### config.mk
export PLATFORM = sky130hd
export DESIGN_NAME = eth_rx_pattern_filter
export DESIGN_NICKNAME = d
export VERILOG_FILES = /design/src/rtl/eth_rx_pattern_filter_pkg.sv /design/src/rtl/eth_rx_pattern_filter.sv
export VERILOG_INCLUDE_DIRS = /design/src /design/src/rtl
export SDC_FILE = /design/constraint.sdc
export NUM_CORES = 1
export LEC_CHECK = 0
export BUFFER_PORTS_ARGS = -buffer_cell sky130_fd_sc_hd__buf_2
export CAP_MARGIN = 0
export CORE_ASPECT_RATIO = 1.25
export CORE_MARGIN = 1.5
export CORE_UTILIZATION = 45
export DETAILED_ROUTE_END_ITERATION = 7
export GPL_ROUTABILITY_DRIVEN = 0
export PLACE_DENSITY = 0.73
export SYNTH_ARGS = -nofsm -noshare
export SYNTH_HDL_FRONTEND = slang
export SYNTH_SLANG_ARGS = --single-unit
### constraint.sdc
create_clock -name sys_clk_i -period 1.67 [get_ports sys_clk_i]
set_input_delay 0.0835 -clock sys_clk_i [delete_from_list [all_inputs] [get_ports sys_clk_i]]
set_output_delay 0.0835 -clock sys_clk_i [all_outputs]
set_load 0.02 [all_outputs]
### src/rtl/eth_rx_pattern_filter_cfg.svh
// register map, field positions, reset values and limits of the receive filter
//
// Operation
// [RULE1] hash_filter_enable at bit 15 turns hash-table acceptance on or off.
// [RULE2] magic_filter_enable at bit 14 turns wake-up packet acceptance on or off.
// [RULE3] pattern_invert clear needs checksum match; set needs checksum mismatch.
// [RULE4] pattern_match_mode is four bits wide at bits 11 down to 8.
// [RULE5] mode 0000 disables pattern matching; the match always fails.
// [RULE6] checksum term is pattern_invert XOR checksum match; mode 0001 uses it alone.
// [RULE7] modes 0010 and 0011 need checksum term and station address hit.
// [RULE8] modes 0100 and 0101 need checksum term and a unicast destination.
// [RULE9] modes 0110 and 0111 need checksum term and broadcast destination.
// [RULE10] mode 1000 needs checksum term and a hash-table hit.
// [RULE11] mode 1001 needs checksum term and a wake-up packet.
// [RULE12] hash hit inside pattern matching ignores hash_filter_enable.
// [RULE13] wake-up hit inside pattern matching ignores magic_filter_enable.
// [RULE14] the register steers receive only, never transmission.
// [RULE15] software changes the register only while receive_enable is low.
// [RULE16] bits 31 to 16 and bit 13 are unimplemented and read zero.
// [RULE17] crc_valid_required keeps good-CRC frames; crc_error_collect keeps bad-CRC ones.
// [RULE18] runts are under 64 bytes; runt_reject drops them, runt_collect keeps only them.
// [RULE19] four address enables admit station, other unicast, multicast, broadcast.
// [RULE20] implemented bits reset to zero: no pattern match, no acceptance.
`ifndef ETH_RX_PATTERN_FILTER_CFG_SVH
`define ETH_RX_PATTERN_FILTER_CFG_SVH

// ----------------------------------------------------------------
// register offsets
// ----------------------------------------------------------------
`define RXF_CFG_ADDR      4'h0
`define RXF_STAT_ADDR     4'h4

// ----------------------------------------------------------------
// rx_filter_config fields
// ----------------------------------------------------------------
`define RXF_HASH_EN_BIT   15
`define RXF_MAGIC_EN_BIT  14
`define RXF_INVERT_BIT    12
`define RXF_MODE_MSB      11
`define RXF_MODE_LSB      8
`define RXF_CRC_ERR_BIT   7
`define RXF_CRC_OK_BIT    6
`define RXF_RUNT_COL_BIT  5
`define RXF_RUNT_REJ_BIT  4
`define RXF_UC_BIT        3
`define RXF_NOTME_BIT     2
`define RXF_MC_BIT        1
`define RXF_BC_BIT        0
`define RXF_CFG_MASK      32'h0000_DFFF
`define RXF_CFG_RESET     32'h0000_0000

// ----------------------------------------------------------------
// pattern match modes and limits
// ----------------------------------------------------------------
`define PM_OFF            4'h0
`define PM_CSUM           4'h1
`define PM_STATION_A      4'h2
`define PM_STATION_B      4'h3
`define PM_UNICAST_A      4'h4
`define PM_UNICAST_B      4'h5
`define PM_BCAST_A        4'h6
`define PM_BCAST_B        4'h7
`define PM_HASH           4'h8
`define PM_WAKEUP         4'h9
`define RUNT_BYTES        16'h0040
`define RESP_OKAY         2'h0
`define RESP_SLVERR       2'h2

`endif

### src/rtl/eth_rx_pattern_filter_pkg.sv
// types shared by the receive filter and its users
package eth_rx_pattern_filter_pkg;

  // ----------------------------------------------------------------
  // frame summary from the receive datapath
  // ----------------------------------------------------------------
  typedef struct packed {
    logic [15:0] length;      // frame length in bytes
    logic        crc_ok;      // frame check sequence is valid
    logic        da_station;  // destination equals station address
    logic        da_group;    // destination group bit (multicast or broadcast)
    logic        da_bcast;    // destination is all ones
    logic        csum_match;  // pattern checksum matched
    logic        hash_hit;    // hash table lookup hit
    logic        wakeup_hit;  // frame is a wake-up packet
  } frame_info_t;

  // ----------------------------------------------------------------
  // verdict handed back, one per frame
  // ----------------------------------------------------------------
  typedef struct packed {
    logic valid;
    logic accept;
    logic pattern_ok;
  } verdict_t;

endpackage

### src/rtl/eth_rx_pattern_filter.sv
// receive frame acceptance filter with its AXI4-Lite register slave
//
// Our own choices: the placing of the registers and the AXI4-Lite interface to the registers.
`timescale 1ns/1ns
`include "eth_rx_pattern_filter_cfg.svh"

module eth_rx_pattern_filter
(
  input  wire logic                                sys_clk_i,
  input  wire logic                                nrst_i,
  input  wire logic [3:0]                          s_axi_awaddr_i,
  input  wire logic                                s_axi_awvalid_i,
  output logic                                     s_axi_awready_o,
  input  wire logic [31:0]                         s_axi_wdata_i,
  input  wire logic [3:0]                          s_axi_wstrb_i,
  input  wire logic                                s_axi_wvalid_i,
  output logic                                     s_axi_wready_o,
  output logic [1:0]                               s_axi_bresp_o,
  output logic                                     s_axi_bvalid_o,
  input  wire logic                                s_axi_bready_i,
  input  wire logic [3:0]                          s_axi_araddr_i,
  input  wire logic                                s_axi_arvalid_i,
  output logic                                     s_axi_arready_o,
  output logic [31:0]                              s_axi_rdata_o,
  output logic [1:0]                               s_axi_rresp_o,
  output logic                                     s_axi_rvalid_o,
  input  wire logic                                s_axi_rready_i,
  input  wire logic                                receive_enable_i,
  input  wire logic                                frame_valid_i,
  input  wire eth_rx_pattern_filter_pkg::frame_info_t frame_i,
  output eth_rx_pattern_filter_pkg::verdict_t      verdict_o
);
  import eth_rx_pattern_filter_pkg::*;

  // ----------------------------------------------------------------
  // state
  // ----------------------------------------------------------------
  logic [31:0] cfg;
  logic [31:0] next_cfg;
  logic        aw_held;
  logic        next_aw_held;
  logic [3:0]  aw_addr;
  logic [3:0]  next_aw_addr;
  logic        w_held;
  logic        next_w_held;
  logic [31:0] w_data;
  logic [31:0] next_w_data;
  logic [3:0]  w_strb;
  logic [3:0]  next_w_strb;
  logic        next_awready;
  logic        next_wready;
  logic        next_bvalid;
  logic [1:0]  next_bresp;
  logic        next_arready;
  logic        next_rvalid;
  logic [31:0] next_rdata;
  logic [1:0]  next_rresp;
  verdict_t    next_verdict;
  logic [7:0]  accept_cnt;
  logic [7:0]  next_accept_cnt;
  logic [7:0]  reject_cnt;
  logic [7:0]  next_reject_cnt;
  logic [31:0] status_word;

  // ----------------------------------------------------------------
  // decoded configuration
  // ----------------------------------------------------------------
  logic [3:0] pm_mode;
  logic       pm_invert;
  logic       csum_term;
  logic       pm_ok;
  logic       is_runt;
  logic       runt_for_collect;
  logic       crc_pass;
  logic       runt_pass;
  logic       addr_pass;
  logic       unicast;

  // mode occupies a four bit field
  assign pm_mode   = cfg[`RXF_MODE_MSB:`RXF_MODE_LSB]; // RULE4
  assign pm_invert = cfg[`RXF_INVERT_BIT];

  // ----------------------------------------------------------------
  // functions
  // ----------------------------------------------------------------

  // pattern verdict; hash and wake-up hits are taken raw, without enables
  function automatic logic pattern_result(input logic [3:0] mode,
                                          input logic term,
                                          input frame_info_t f);
    logic r;
    r = 1'b0;
    case (mode)
      `PM_OFF:       r = 1'b0;                 // RULE5
      `PM_CSUM:      r = term;                 // RULE6
      `PM_STATION_A,
      `PM_STATION_B: r = term & f.da_station;  // RULE7
      `PM_UNICAST_A,
      `PM_UNICAST_B: r = term & ~f.da_group;   // RULE8
      `PM_BCAST_A,
      `PM_BCAST_B:   r = term & f.da_bcast;    // RULE9
      `PM_HASH:      r = term & f.hash_hit;    // RULE10 RULE12
      `PM_WAKEUP:    r = term & f.wakeup_hit;  // RULE11 RULE13
      default:       r = 1'b0;
    endcase
    return r;
  endfunction

  // register offset decode, shared by both bus directions
  function automatic logic [1:0] reg_sel(input logic [3:0] addr);
    logic [1:0] s;
    s = 2'h0;
    if ({addr[3:2], 2'h0} == `RXF_CFG_ADDR)
      s = 2'h1;
    else if ({addr[3:2], 2'h0} == `RXF_STAT_ADDR)
      s = 2'h2;
    return s;
  endfunction

  // ----------------------------------------------------------------
  // frame judgement
  // ----------------------------------------------------------------

  // only receive frames are judged; nothing here reaches transmit logic
  always_comb
  begin
    csum_term = pm_invert ^ frame_i.csum_match;                 // RULE3 RULE6
    pm_ok     = pattern_result(pm_mode, csum_term, frame_i);    // RULE14
    unicast   = ~frame_i.da_group;
    is_runt   = frame_i.length < `RUNT_BYTES;                   // RULE18
    // with crc checking on, only good-crc short frames count for collection
    runt_for_collect = is_runt & (frame_i.crc_ok | ~cfg[`RXF_CRC_OK_BIT]);
    crc_pass  = ~(cfg[`RXF_CRC_OK_BIT] & ~frame_i.crc_ok)       // RULE17
              & ~(cfg[`RXF_CRC_ERR_BIT] & frame_i.crc_ok);
    runt_pass = ~(cfg[`RXF_RUNT_REJ_BIT] & is_runt)             // RULE18
              & ~(cfg[`RXF_RUNT_COL_BIT] & ~runt_for_collect);
    addr_pass = (cfg[`RXF_UC_BIT] & unicast & frame_i.da_station)       // RULE19
              | (cfg[`RXF_NOTME_BIT] & unicast & ~frame_i.da_station)
              | (cfg[`RXF_MC_BIT] & frame_i.da_group & ~frame_i.da_bcast)
              | (cfg[`RXF_BC_BIT] & frame_i.da_bcast)
              | (cfg[`RXF_HASH_EN_BIT] & frame_i.hash_hit)               // RULE1
              | (cfg[`RXF_MAGIC_EN_BIT] & frame_i.wakeup_hit)            // RULE2
              | pm_ok;
  end

  // verdict and frame counters
  always_comb
  begin
    next_verdict.valid      = frame_valid_i;
    next_verdict.accept     = frame_valid_i & crc_pass & runt_pass & addr_pass;
    next_verdict.pattern_ok = frame_valid_i & pm_ok;
    next_accept_cnt         = accept_cnt;
    next_reject_cnt         = reject_cnt;
    if (frame_valid_i)
    begin
      if (next_verdict.accept)
        next_accept_cnt = accept_cnt + 8'h01;
      else
        next_reject_cnt = reject_cnt + 8'h01;
    end
  end

  // counters wrap; software takes differences
  always_ff @(posedge sys_clk_i or negedge nrst_i)
  begin
    if (!nrst_i)
    begin
      verdict_o  <= '0;
      accept_cnt <= 8'h00;
      reject_cnt <= 8'h00;
    end
    else
    begin
      verdict_o  <= next_verdict;
      accept_cnt <= next_accept_cnt;
      reject_cnt <= next_reject_cnt;
    end
  end

  // ----------------------------------------------------------------
  // write channel
  // ----------------------------------------------------------------

  // address and data are caught in either order, then applied together
  always_comb
  begin
    next_cfg     = cfg;
    next_aw_held = aw_held;
    next_aw_addr = aw_addr;
    next_w_held  = w_held;
    next_w_data  = w_data;
    next_w_strb  = w_strb;
    next_bvalid  = s_axi_bvalid_o;
    next_bresp   = s_axi_bresp_o;
    if (s_axi_awvalid_i && s_axi_awready_o)
    begin
      next_aw_held = 1'b1;
      next_aw_addr = s_axi_awaddr_i;
    end
    if (s_axi_wvalid_i && s_axi_wready_o)
    begin
      next_w_held = 1'b1;
      next_w_data = s_axi_wdata_i;
      next_w_strb = s_axi_wstrb_i;
    end
    if (s_axi_bvalid_o && s_axi_bready_i)
      next_bvalid = 1'b0;
    if (aw_held && w_held && !s_axi_bvalid_o)
    begin
      next_aw_held = 1'b0;
      next_w_held  = 1'b0;
      next_bvalid  = 1'b1;
      next_bresp   = `RESP_OKAY;
      // writes go through even with receive running; software must hold off
      if (reg_sel(aw_addr) == 2'h1)
      begin
        for (int b = 0; b < 4; b++)
          if (w_strb[b])
            next_cfg[8*b +: 8] = w_data[8*b +: 8];
        next_cfg = next_cfg & `RXF_CFG_MASK;                   // RULE15 RULE16
      end
      else if (reg_sel(aw_addr) == 2'h0)
        next_bresp = `RESP_SLVERR;
    end
    // ready stays low while a word waits or a response is pending
    next_awready = !next_aw_held && !next_bvalid;
    next_wready  = !next_w_held && !next_bvalid;
  end

  // configuration clears to zero: all filters off
  always_ff @(posedge sys_clk_i or negedge nrst_i)
  begin
    if (!nrst_i)
    begin
      cfg             <= `RXF_CFG_RESET;                       // RULE20
      aw_held         <= 1'b0;
      aw_addr         <= 4'h0;
      w_held          <= 1'b0;
      w_data          <= 32'h0000_0000;
      w_strb          <= 4'h0;
      s_axi_awready_o <= 1'b0;
      s_axi_wready_o  <= 1'b0;
      s_axi_bvalid_o  <= 1'b0;
      s_axi_bresp_o   <= `RESP_OKAY;
    end
    else
    begin
      cfg             <= next_cfg;
      aw_held         <= next_aw_held;
      aw_addr         <= next_aw_addr;
      w_held          <= next_w_held;
      w_data          <= next_w_data;
      w_strb          <= next_w_strb;
      s_axi_awready_o <= next_awready;
      s_axi_wready_o  <= next_wready;
      s_axi_bvalid_o  <= next_bvalid;
      s_axi_bresp_o   <= next_bresp;
    end
  end

  // ----------------------------------------------------------------
  // read channel
  // ----------------------------------------------------------------
  assign status_word = {8'h00, reject_cnt, accept_cnt, 5'h00,
                        receive_enable_i, verdict_o.pattern_ok, verdict_o.accept};

  // one read at a time; arready drops while data waits
  always_comb
  begin
    next_rvalid = s_axi_rvalid_o;
    next_rdata  = s_axi_rdata_o;
    next_rresp  = s_axi_rresp_o;
    if (s_axi_rvalid_o && s_axi_rready_i)
      next_rvalid = 1'b0;
    if (s_axi_arvalid_i && s_axi_arready_o)
    begin
      next_rvalid = 1'b1;
      next_rresp  = `RESP_OKAY;
      case (reg_sel(s_axi_araddr_i))
        2'h1:    next_rdata = cfg & `RXF_CFG_MASK;            // RULE16
        2'h2:    next_rdata = status_word;
        default:
        begin
          next_rdata = 32'h0000_0000;
          next_rresp = `RESP_SLVERR;
        end
      endcase
    end
    next_arready = !next_rvalid;
  end

  always_ff @(posedge sys_clk_i or negedge nrst_i)
  begin
    if (!nrst_i)
    begin
      s_axi_arready_o <= 1'b0;
      s_axi_rvalid_o  <= 1'b0;
      s_axi_rdata_o   <= 32'h0000_0000;
      s_axi_rresp_o   <= `RESP_OKAY;
    end
    else
    begin
      s_axi_arready_o <= next_arready;
      s_axi_rvalid_o  <= next_rvalid;
      s_axi_rdata_o   <= next_rdata;
      s_axi_rresp_o   <= next_rresp;
    end
  end
endmodule

# Word level (Yosys, flattened, before mapping)

Index checks and enable logic that the tools add are counted.

Add/sub/neg operators: 2
$mul: 0
Divide/modulo/power cells: 0
$lt $le $gt $ge: 1
Equal/unequal tests: 14
Shift-type cells: 0
Muxes and demuxes: 21
Bitwise logic cells: 44
Reductions and logical operators: 25

Operators with widths:

| kind                                                                   | count |
|---|---|
| 24-bit case mux with 2 select lines                                    | 1 |
| 1-bit bitwise AND                                                      | 25 |
| 2-bit two-way mux                                                      | 11 |
| 8-bit by 1-bit adder with 8-bit output (second input constant)         | 2 |
| 4-bit by 3-bit equality test with 1-bit output (second input constant) | 4 |
| 16-bit by 7-bit < comparator with 1-bit output (second input constant) | 1 |
| 1-bit inverter                                                         | 11 |
| 1-bit logical AND                                                      | 9 |
| 2-bit by 1-bit equality test with 1-bit output (second input constant) | 4 |
| 4-bit by 2-bit equality test with 1-bit output (second input constant) | 2 |
| 4-bit equality test (second input constant)                            | 2 |
| 1-bit two-way mux                                                      | 8 |
| 2-bit OR reduction                                                     | 4 |
| 1-bit bitwise OR                                                       | 7 |
| 2-bit zero test                                                        | 3 |
| 1-bit case mux with 6 select lines                                     | 1 |
| 3-bit AND reduction                                                    | 2 |
| 1-bit zero test                                                        | 5 |
| 4-bit by 1-bit equality test with 1-bit output (second input constant) | 1 |
| 2-bit AND reduction                                                    | 2 |
| 2-bit equality test (second input constant)                            | 1 |
| 1-bit XOR                                                              | 1 |

Bits in registers: 99
Bits in latches: 0
RAM bits: 0
Memory bits (read-only): 0
Input port bits: 76
Output and inout bits: 44
Word-level logic and storage cells: 127
Memories: 0

# Logic depth before layout (Yosys ltp)

Gate-level depths: netlist (run 1).

Depth in word-level cells: 12
Depth in mapped cells: 7
Mapped depth without buffers: 6

# Least setup slack after synthesis (run 1)

No wires, ideal clock.

Kind: register to register
From: register cfg[11]
To: register reject_cnt[1]
Data arrival time: 1.704 ns
Path slack: -0.159 ns
Cell stages (with the launch flop): 7
Buffers on the path: 0
Period minus slack after synthesis: 1.829 ns
Path through: dfrtp_1 -> a211oi_1 -> a211oi_1 -> o2111ai_1 -> a211oi_4 -> nand2b_1 -> mux2_2

Longest elaborated chain between the ends: 7
Elaborated cells on any way between the ends: 17
Classes of those cells: 9 x eq/ne; 1 x mux; 3 x bitwise; 4 x reduce/logical

RTL lines:

| item                                                                                                                    | line                         | RTL |
|---|---|---|
| from (decl)                                                                                                             | eth_rx_pattern_filter.sv:38  | `logic [31:0] cfg;` |
| from (signal assigned)                                                                                                  | eth_rx_pattern_filter.sv:235 | `` cfg <= `RXF_CFG_RESET; `` |
| from (signal assigned)                                                                                                  | eth_rx_pattern_filter.sv:248 | `cfg <= next_cfg;` |
| 4-bit by 3-bit equality test with 1-bit output / 4-bit by 2-bit equality test with 1-bit output (equally long branches) | eth_rx_pattern_filter.sv:93  | `case (mode)` |
| 2-bit OR reduction                                                                                                      | eth_rx_pattern_filter.sv:93  |  |
| 1-bit case mux with 6 select lines (*)                                                                                  | eth_rx_pattern_filter.sv:93  |  |
| 1-bit bitwise OR (*)                                                                                                    | eth_rx_pattern_filter.sv:137 | `` addr_pass = (cfg[`RXF_UC_BIT] & unicast & frame_i.da_station) `` |
| 1-bit bitwise AND (*)                                                                                                   | eth_rx_pattern_filter.sv:150 | `next_verdict.accept = frame_valid_i & crc_pass & runt_pass & addr_pass;` |
| 1-bit inverter (no source line) (*)                                                                                     | n/a                          |  |
| 2-bit AND reduction (no source line) (*)                                                                                | n/a                          |  |
| to (signal assigned)                                                                                                    | eth_rx_pattern_filter.sv:176 | `reject_cnt <= next_reject_cnt;` |
| to (decl)                                                                                                               | eth_rx_pattern_filter.sv:61  | `logic [7:0] reject_cnt;` |

Mark *: on every way between the ends. The rest lies on a longest branch, timed or not.
A chain may end at the register's enable or synchronous reset.

# Final worst setup path (run 1)

Same ends and word-level chain as after synthesis.

==> results of run 1 <==
==> repair_timing <==
action | CTS | global route
pin swaps | 3 | 8
hold endpoints to repair | 112 | 0
setup endpoints to repair | 23 | 25
hold buffers | 25 | 0
buffers inserted | 2 | 3
resized for setup | 10 | 5
==> final cells by class <==
type | count | area [um^2] | area share (%)
Timing Repair Buffer | 127 | 835 | 17.5
Multi-Input combinational cell | 177 | 1430 | 30.1
Clock inverter | 4 | 72.6 | 1.52
Tap cell | 95 | 119 | 2.50
Clock buffer | 10 | 138 | 2.89
Inverter | 3 | 11.3 | 0.236
Sequential cell | 86 | 2150 | 45.2
==> logic make-up after synthesis <==
logic type / after synthesis / share of synthesized area (%)
mux: 50 / 15.5
fa+ha+maj: 2 / 0.703
other cells: 1 / 0.105
xor+xnor: 15 / 3.69
compound gates: 35 / 7.25
flops: 86 / 60.5
simple gates: 65 / 8.86
buf+inv: 20 / 3.38
==> worst register-to-register path, cell delays in order, from the launching register on <==
cell       delay [ns]
dfrtp_2          0.43
buf_4            0.15
nor3b_2          0.18
o2111ai_2        0.17
a211oi_4         0.32
nand2b_4         0.19
mux2_4           0.29
==> layer usage <==
metal	share of wire [%]	wire, um
met3	4.7	373
met1	40	3180
met4	2.4	187
met5	0	0
met2	52	4130
==> state kept, by name (all words and copies together) (netlist names) <==
signal           cells
s_axi_rdata_o       24
cfg                 15
w_data              15
accept_cnt           8
reject_cnt           8
verdict_o            3
aw_addr              2
w_strb               2
aw_held              1
s_axi_arready_o      1
s_axi_awready_o      1
s_axi_bresp_o        1
s_axi_bvalid_o       1
s_axi_rresp_o        1
s_axi_rvalid_o       1
s_axi_wready_o       1
w_held               1
==> power groups by stage <==
stage / logic, mW / registers, mW / clock network (mW)
after floorplan: 1.29 / 3.52 / 0
after global placement: 2.12 / 3.38 / 0
after detailed placement: 2.20 / 3.42 / 0
after CTS: 2.35 / 3.40 / 1.60
after global routing: 2.68 / 3.52 / 1.69
final: 2.44 / 3.42 / 1.57
==> placed cells by master (no fill, tap or decap), types with 8 or more instances in the layout <==
| cell | netlist | layout |
|---|---|---|
| a22o_1 | 14 | 14 |
| mux2i_1 | 12 | 12 |
| buf_2 | 0 | 79 |
| dfrtp_1 | 86 | 84 |
| mux2_2 | 37 | 35 |
| o21ai_0 | 12 | 11 |
| dlygate4sd3_1 | 0 | 25 |
| nand2_1 | 27 | 26 |
| xor2_1 | 8 | 8 |
| conb_1 | 1 | 10 |
| clkbuf_8 | 0 | 10 |
| buf_4 | 10 | 21 |
==> worst max-delay path by stage <==
stage / endpoint / slack [ns] / cells after the start
2_1_floorplan: reject_cnt[1] / -0.15 / 6
3_3_place_gp: reject_cnt[5] / -0.16 / 7
3_5_place_dp: reject_cnt[5] / -0.23 / 7
4_1_cts: reject_cnt[7] / -0.11 / 7
5_1_grt: reject_cnt[4] / -0.24 / 7
6_report: reject_cnt[1] / -0.16 / 6
==> metrics by stage <==
stage	instances	worst slack, ns	setup TNS, ns
after CTS	499	-0.114	-0.831
after floorplan	283	-0.147	-0.588
after global placement	458	-0.160	-0.995
final	502	-0.160	-1.64
after detailed placement	458	-0.227	-1.95
after global routing	502	-0.239	-3.24
==> results_dict.tcl, run 1 <==
set metrics [dict create \
    r2r_end "reject_cnt[1]" \
    fin_ws_ns -0.160 \
    cp-startpoint "cfg[11]" \
    finalCriticalPeriod_ns 1.83 \
    utilization_pct 61.5 \
    cts-root-buf "clkbuf_8" \
    insertion_delay_ns 0.36 \
    die_area_um2 8450 \
    p_sw_mw 2.47 \
    antenna_found_initial 0 \
    core-area_um2 7750 \
    use_met2_pct 34.4 \
    grt_pass1_wl_um 12700 \
    drt_iter0_drc 154 \
    synth_enable_flop_cells 0 \
    use_met3_pct 4.64 \
    criticalPathCategory "register to register" \
    synth_top_cell_area_share_pct 60.5 \
    switching_share_pct 33.3 \
    hold_viol 0 \
    internal_power_mw 4.96 \
    ys_ff_latch 86 \
    syn2layout_area_growth_pct 33.9 \
    grt_max_degree 54 \
    status "finished with violations" \
    num_rows 36 \
    vdd_ir_drop_max_uv 908 \
    cts_tree "yes" \
    reg2reg_depth 6 \
    n_antenna_cell 0 \
    num_io_pins 120 \
    period_share_pct 110 \
    worst_pin_slew_ns 0.607 \
    grtUsageMet1_pct 24.8 \
    crit_family "compound AO/OA/AOI/OAI gates" \
    end_kind "register" \
    synth_area_um2 3560 \
    synth_ff_type "dfrtp_1" \
    netlist_instances 274 \
    synth_commonest_cells "86 x dfrtp_1, 37 x mux2_2, 27 x nand2_1, 14 x a22o_1" \
    viasPerCell 5.14 \
    track_usage_pct 20.5 \
    maxSlewHeadroom_pct 59.2 \
    wl_per_cell_um 15.7 \
    post_dp_cell_area_um2 4190 \
    grt_pass1_vias 2642 \
    nets 482 \
    hold_ws_ns 0.0307 \
    path_max_fanout 4 \
    drive_gt1_share_pct 43.5 \
    fin_skew_ns 0.00976 \
    ff2ff_setup_slack_ns -0.16 \
    detail-route-antenna-nets 0 \
    fmax_mhz 546 \
    clock_path_buffers 2 \
    io_buffers 80 \
    cap_viol_max_count 0 \
    setup_violations 16 \
    clock_sinks 86 \
    min_from "s_axi_araddr_i[3]" \
    hold_path_end "s_axi_rresp_o[1]" \
    power_frac_seq_pct 46.0 \
    clkPwrFrac_pct 21.2 \
    synth.area.top_cells "dfrtp_1 60%, mux2_2 12%, a22o_1 3.4%, mux2i_1 3.4%, nand2_1 2.8%" \
    violations "negative setup slack" \
    die_y_um 102 \
    crit_chain "buf_4, nor3b_2, o2111ai_2, a211oi_4, nand2b_4, mux2_4" \
    busiest_layer "met2" \
    yosysMostFrequentCell "dfrtp_1" \
    grt_overflow 0 \
    drt-pass1-iter-count 4 \
    yosysUniqueCellTypes 34 \
    cts_buffers 9 \
    total_power_mw 7.43 \
    avgSynthCellArea_um2 13.0 \
    crit_required_ns 1.92 \
    p_leak_nw 2.36 \
    critPathBufInv 1 \
    crit_arrival_ns 2.08 \
    htree_levels 3 \
    slew_viol_final 0 \
    hpwl_um 5300 \
    detail_route.wirelength_um 7870 \
    fp.dieW_um 82.5 \
    num-fill-cells 639 \
    hold_class "input pin to register" \
    combPwrFrac_pct 32.8 \
    synthArstFlopShare_pct 100 \
    p_per_area_nw_per_um2 1560 \
    startpoint_type "register" \
    cts.clk_slew.worst_paths_ns 0.09 \
    slowest_stage "dfrtp_2" \
    hold_depth 2 \
    max_stage_delay_ns 0.43 \
    seq_area_frac_synth_pct 60.5 \
    drc 0 \
    r2r_start "cfg[11]" \
    yosysWarnings 0 \
    grt_setup_unrepaired "true" \
    yosys.area.top_type "dfrtp_1" \
    via_count 2582 \
    final_cell_area_um2 4760 \
    start_util_pct 45.9 \
]
Note: power is estimated with default switching activity, not from simulation.
==> run 2: changes to the inputs <==
CTS_CLUSTER_SIZE = 20   (was default)
PLACE_DENSITY = 0.76   (was 0.73)
==> results_dict.tcl, run 2 (same netlist as run 1, synthesis figures left out) <==
set metrics [dict create \
    status "finished with violations" \
    violations "negative setup slack" \
    final_cell_mix "84 x dfrtp_1, 79 x buf_2, 35 x mux2_2" \
    slew_viol_final 0 \
    final_cell_area_um2 4830 \
    p_per_area_nw_per_um2 1560 \
    grt_setup_unrepaired "true" \
    cts_buffers 9 \
    cts.clk_slew.worst_paths_ns 0.09 \
    period_share_pct 106 \
    utilization_pct 62.3 \
    p_leak_nw 2.39 \
    worst_pin_slew_ns 0.552 \
    post_dp_cell_area_um2 4210 \
    max_stage_delay_ns 0.45 \
    via_count 2503 \
    fin_skew_ns 0.0116 \
    fp.dieW_um 82.5 \
    top_regs "s_axi_rdata_o (24), cfg (15), w_data (15)" \
    instances_no_fill 505 \
    detail_route.wirelength_um 7250 \
    drt-pass1-iter-count 4 \
    clock_path_buffers 2 \
    criticalPathCategory "register to register" \
    largest-register "s_axi_rdata_o" \
    grt_overflow 0 \
    cts_tree "yes" \
    hold_viol 0 \
    tns_ns -0.669 \
    crit_arrival_ns 2.05 \
    end_kind "register" \
    crit_required_ns 1.95 \
    num_rows 36 \
    syn2layout_area_growth_pct 35.7 \
    die_area_um2 8450 \
    clock_sinks 86 \
    insertion_delay_ns 0.35 \
    wl_per_cell_um 14.4 \
    detail-route-antenna-nets 0 \
    crit_chain "a211oi_2, a211oi_2, o2111ai_2, a211oi_4, buf_4, nor4_4, xor2_1" \
    drive_gt1_share_pct 44.1 \
    nets 483 \
    hpwl_um 5270 \
    viasPerCell 4.96 \
    start_util_pct 45.9 \
    dp.cells 460 \
    n_antenna_cell 0 \
    vdd_ir_drop_max_uv 953 \
    place_ws_ns -0.241 \
    final_common_cell "dfrtp_1" \
    cts-root-buf "clkbuf_8" \
    core-area_um2 7750 \
    startpoint_type "register" \
    path_max_fanout 6 \
    maxSlewHeadroom_pct 62.9 \
    io_buffers 80 \
    setup_violations 12 \
    fin_ws_ns -0.0959 \
    grt_max_degree 39 \
    htree_levels 3 \
    grt_pass1_vias 2535 \
    drt_iter0_drc 124 \
    cap_viol_max_count 0 \
    hold_class "input pin to register" \
    finalCriticalPeriod_ns 1.77 \
    largest_register_ffs 24 \
    slowest_stage "dfrtp_2" \
    path_common_cell "a211oi_2" \
    die_y_um 102 \
    track_usage_pct 19.0 \
    fmax_mhz 566 \
    num_io_pins 120 \
    antenna_found_initial 0 \
    drc 0 \
    grt_pass1_wl_um 11800 \
]
[run 2: metal layers]
| layer | vias to the layer above | GRT usage, % | wire [um] |
|---|---|---|---|
| li1 | 1213 | - | - |
| met1 | 1213 | 23.5 | 2980 |
| met2 | 64 | 31.0 | 3770 |
| met3 | 13 | 5.45 | 366 |
| met4 | 0 | 7.82 | 137 |
| met5 | - | 0 | 0 |
[run 2: worst paths after layout]
check | cells after the start | from | end | slack, ns
setup / recovery | 7 | cfg[11] | reject_cnt[7] | -0.1
hold / removal | 2 | s_axi_araddr_i[3] | s_axi_rresp_o[1] | 0.03
setup reg to reg | 7 | cfg[11] | reject_cnt[7] | -0.1
hold reg to reg | 1 | accept_cnt[7] | accept_cnt[7] | 0.48
max in group asynchronous | 3 | nrst_i | reject_cnt[6] | 0.87
min in group asynchronous | 2 | nrst_i | s_axi_rdata_o[3] | 0.20
[run 2: power breakdown]
group | switching (mW) | total (mW) | leakage [nW] | internal [mW]
combinational | 1.12 | 2.39 | 1.17 | 1.27
clock | 0.716 | 1.75 | 0.126 | 1.03
sequential | 0.579 | 3.41 | 1.09 | 2.83
[run 2: critical path: cells and delay by family (launching register included)]
family                    cells  cell delay [ns]
AOI/OAI and AO/OA             4             0.63
DFF                           1             0.45
xor gates and xnor gates      1             0.17
buffers and inverters         1             0.19
and+or+nand+nor               1             0.28
[run 2: repair_timing]
item / in CTS / in global routing
pin swaps: 3 / 1
endpoints found under the hold margin: 64 / 0
gates resized for setup: 11 / 8
buffers inserted: 2 / 2
hold buffers: 25 / 0
setup endpoints to repair: 23 / 23
[run 2: stage by stage]
stage | hold WS (ns) | power, mW
2_1_floorplan | -0.212 | 4.80
6_report | 0.0339 | 7.54
5_1_grt | 0.0196 | 8.00
3_5_place_dp | 0.0392 | 5.60
4_1_cts | 0.0173 | 7.50
3_3_place_gp | 0.0369 | 5.49
[run 2: cell type report]
cell class / instances / area [um^2]
clock buffers: 10 / 138
clock inverters: 6 / 109
fillers: 620 / 2920
inverters: 3 / 11.3
multi-input cells: 177 / 1450
flip-flops and latches: 86 / 2150
well taps: 95 / 119
repair buffers: 128 / 846
==> run 3: changes to the inputs <==
CORE_UTILIZATION = 47   (was 45)
CTS_BUF_LIST = sky130_fd_sc_hd__clkbuf_4 sky130_fd_sc_hd__clkbuf_8   (was default)
PLACE_DENSITY = 0.78   (was 0.76)
SETUP_SLACK_MARGIN = 0.02   (was default)
==> results_dict.tcl, run 3 (same netlist as run 1, synthesis figures left out) <==
set metrics [dict create \
    end_kind "register" \
    final_cell_mix "83 x dfrtp_1, 79 x buf_2, 35 x mux2_2" \
    grt_overflow 0 \
    grt_pass1_wl_um 12400 \
    maxSlewHeadroom_pct 61.9 \
    htree_levels 3 \
    grt_setup_unrepaired "true" \
    period_share_pct 105 \
    fp.dieW_um 80.8 \
    crit_required_ns 1.91 \
    violations "negative setup slack" \
    n_antenna_cell 0 \
    fmax_mhz 570 \
    num_rows 35 \
    num_io_pins 120 \
    vdd_ir_drop_max_uv 886 \
    max_stage_delay_ns 0.44 \
    crit_arrival_ns 1.99 \
    die_y_um 100 \
    drt-pass1-iter-count 5 \
    setup_violations 11 \
    num-fill-cells 579 \
    viasPerCell 5.07 \
    drc 0 \
    cts-root-buf "clkbuf_8" \
    largest-register "s_axi_rdata_o" \
    start_util_pct 48.4 \
    p_leak_nw 2.34 \
    cts.clk_slew.worst_paths_ns 0.08 \
    seq_area_um2 2160 \
    startpoint_type "register" \
    place_ws_ns -0.329 \
    insertion_delay_ns 0.35 \
    cap_viol_max_count 0 \
    worst_pin_slew_ns 0.566 \
    cts_tree "yes" \
    hold_class "input pin to register" \
    grt_max_degree 87 \
    slowest_stage "dfrtp_2" \
    slew_viol_final 0 \
    top_regs "s_axi_rdata_o (24), cfg (15), w_data (15)" \
    clock_sinks 86 \
    io_buffers 80 \
    via_count 2519 \
    fin_skew_ns 0.00617 \
    dp.cells 455 \
    detail-route-antenna-nets 0 \
    p_per_area_nw_per_um2 1500 \
    largest_register_ffs 24 \
    antenna_found_initial 0 \
    total_power_mw 7.08 \
    final_common_cell "dfrtp_1" \
    criticalPathCategory "register to register" \
    detail_route.wirelength_um 7250 \
    crit_chain "nor2b_1, o21ai_1, o2111ai_2, a211oi_4, nand2b_4, mux2_4" \
    hold_viol 0 \
    finalCriticalPeriod_ns 1.75 \
    drive_gt1_share_pct 43.7 \
    path_max_fanout 5 \
    multiInputGateArea_um2 1450 \
    status "finished with violations" \
    fin_ws_ns -0.0834 \
    clock_path_buffers 2 \
    grt_pass1_vias 2638 \
    wl_per_cell_um 14.6 \
    instances_no_fill 497 \
    cts_buffers 9 \
    syn2layout_area_growth_pct 32.9 \
    drt_iter0_drc 114 \
    nets 480 \
    core-area_um2 7360 \
    hold_ws_ns 0.0312 \
    die_area_um2 8100 \
    track_usage_pct 20.5 \
    hpwl_um 5210 \
]
[run 3: cell types whose count changed in the layout (fill, tap and decap cells not counted), sizes merged]
cell / delta
buf: -3
bufinv: -3
clkbuf: +2
clkinv: -1
[run 3: worst max-delay path: cells and delay by family (launching register included)]
kind,cells,cell delay [ns]
AO/OA/AOI/OAI,3,0.58
multiplexers,1,0.30
AND/OR/NAND/NOR,2,0.33
flip-flops,1,0.44
[run 3: area by class of cell]
| type | count | area share [%] |
|---|---|---|
| tap | 92 | 2.44 |
| multi-input combinational | 177 | 30.6 |
| clock buffer | 12 | 3.23 |
| inverter | 3 | 0.238 |
| clock inverter | 2 | 0.212 |
| sequential | 86 | 45.6 |
| timing repair buffer | 125 | 17.7 |
[run 3: final timing paths]
kind | start | to | slack (ns) | depth (start not counted)
worst max-delay path | cfg[9] | reject_cnt[1] | -0.08 | 6
worst min-delay path | receive_enable_i | s_axi_rdata_o[2] | 0.03 | 3
worst max register to register | cfg[9] | reject_cnt[1] | -0.08 | 6
worst min register to register | accept_cnt[7] | accept_cnt[7] | 0.48 | 1
max in group asynchronous | nrst_i | cfg[11] | 1.00 | 3
min in group asynchronous | nrst_i | s_axi_rdata_o[22] | 0.31 | 3
[run 3: through the flow]
step                cell area (um^2)  util, %  TNS, ns
detailed placement              4190     57.0    -1.75
global route                    4730     64.3    -2.13
floorplan                       3640        -   -0.618
global placement                4190     57.0   -0.926
finish                          4730     64.3   -0.597
CTS                             4690     63.7   -0.712
[run 3: metal layers]
metal	GRT usage, %	part of all wire (%)	wire length (um)	up-vias
li1	-	-	-	1206
met3	3.82	3.9	281	12
met2	34.9	54	3920	66
met1	24.2	40	2890	1235
met4	10.6	2.2	159	0
met5	0	0	0	-
[run 3: timing repair]
action	CTS	global route
pin swaps	6	0
gates cloned	0	0
hold buffers	25	0
endpoints found under the setup margin	23	30
resized for setup	14	7
setup buffers	2	2
hold endpoints to repair	112	0
[run 3: report_power, final]
part	internal (mW)	switching, mW	total, mW
Clock	0.593	0.651	1.24
Sequential	2.83	0.592	3.43
Combinational	1.27	1.14	2.41
Total	4.69	2.39	7.08
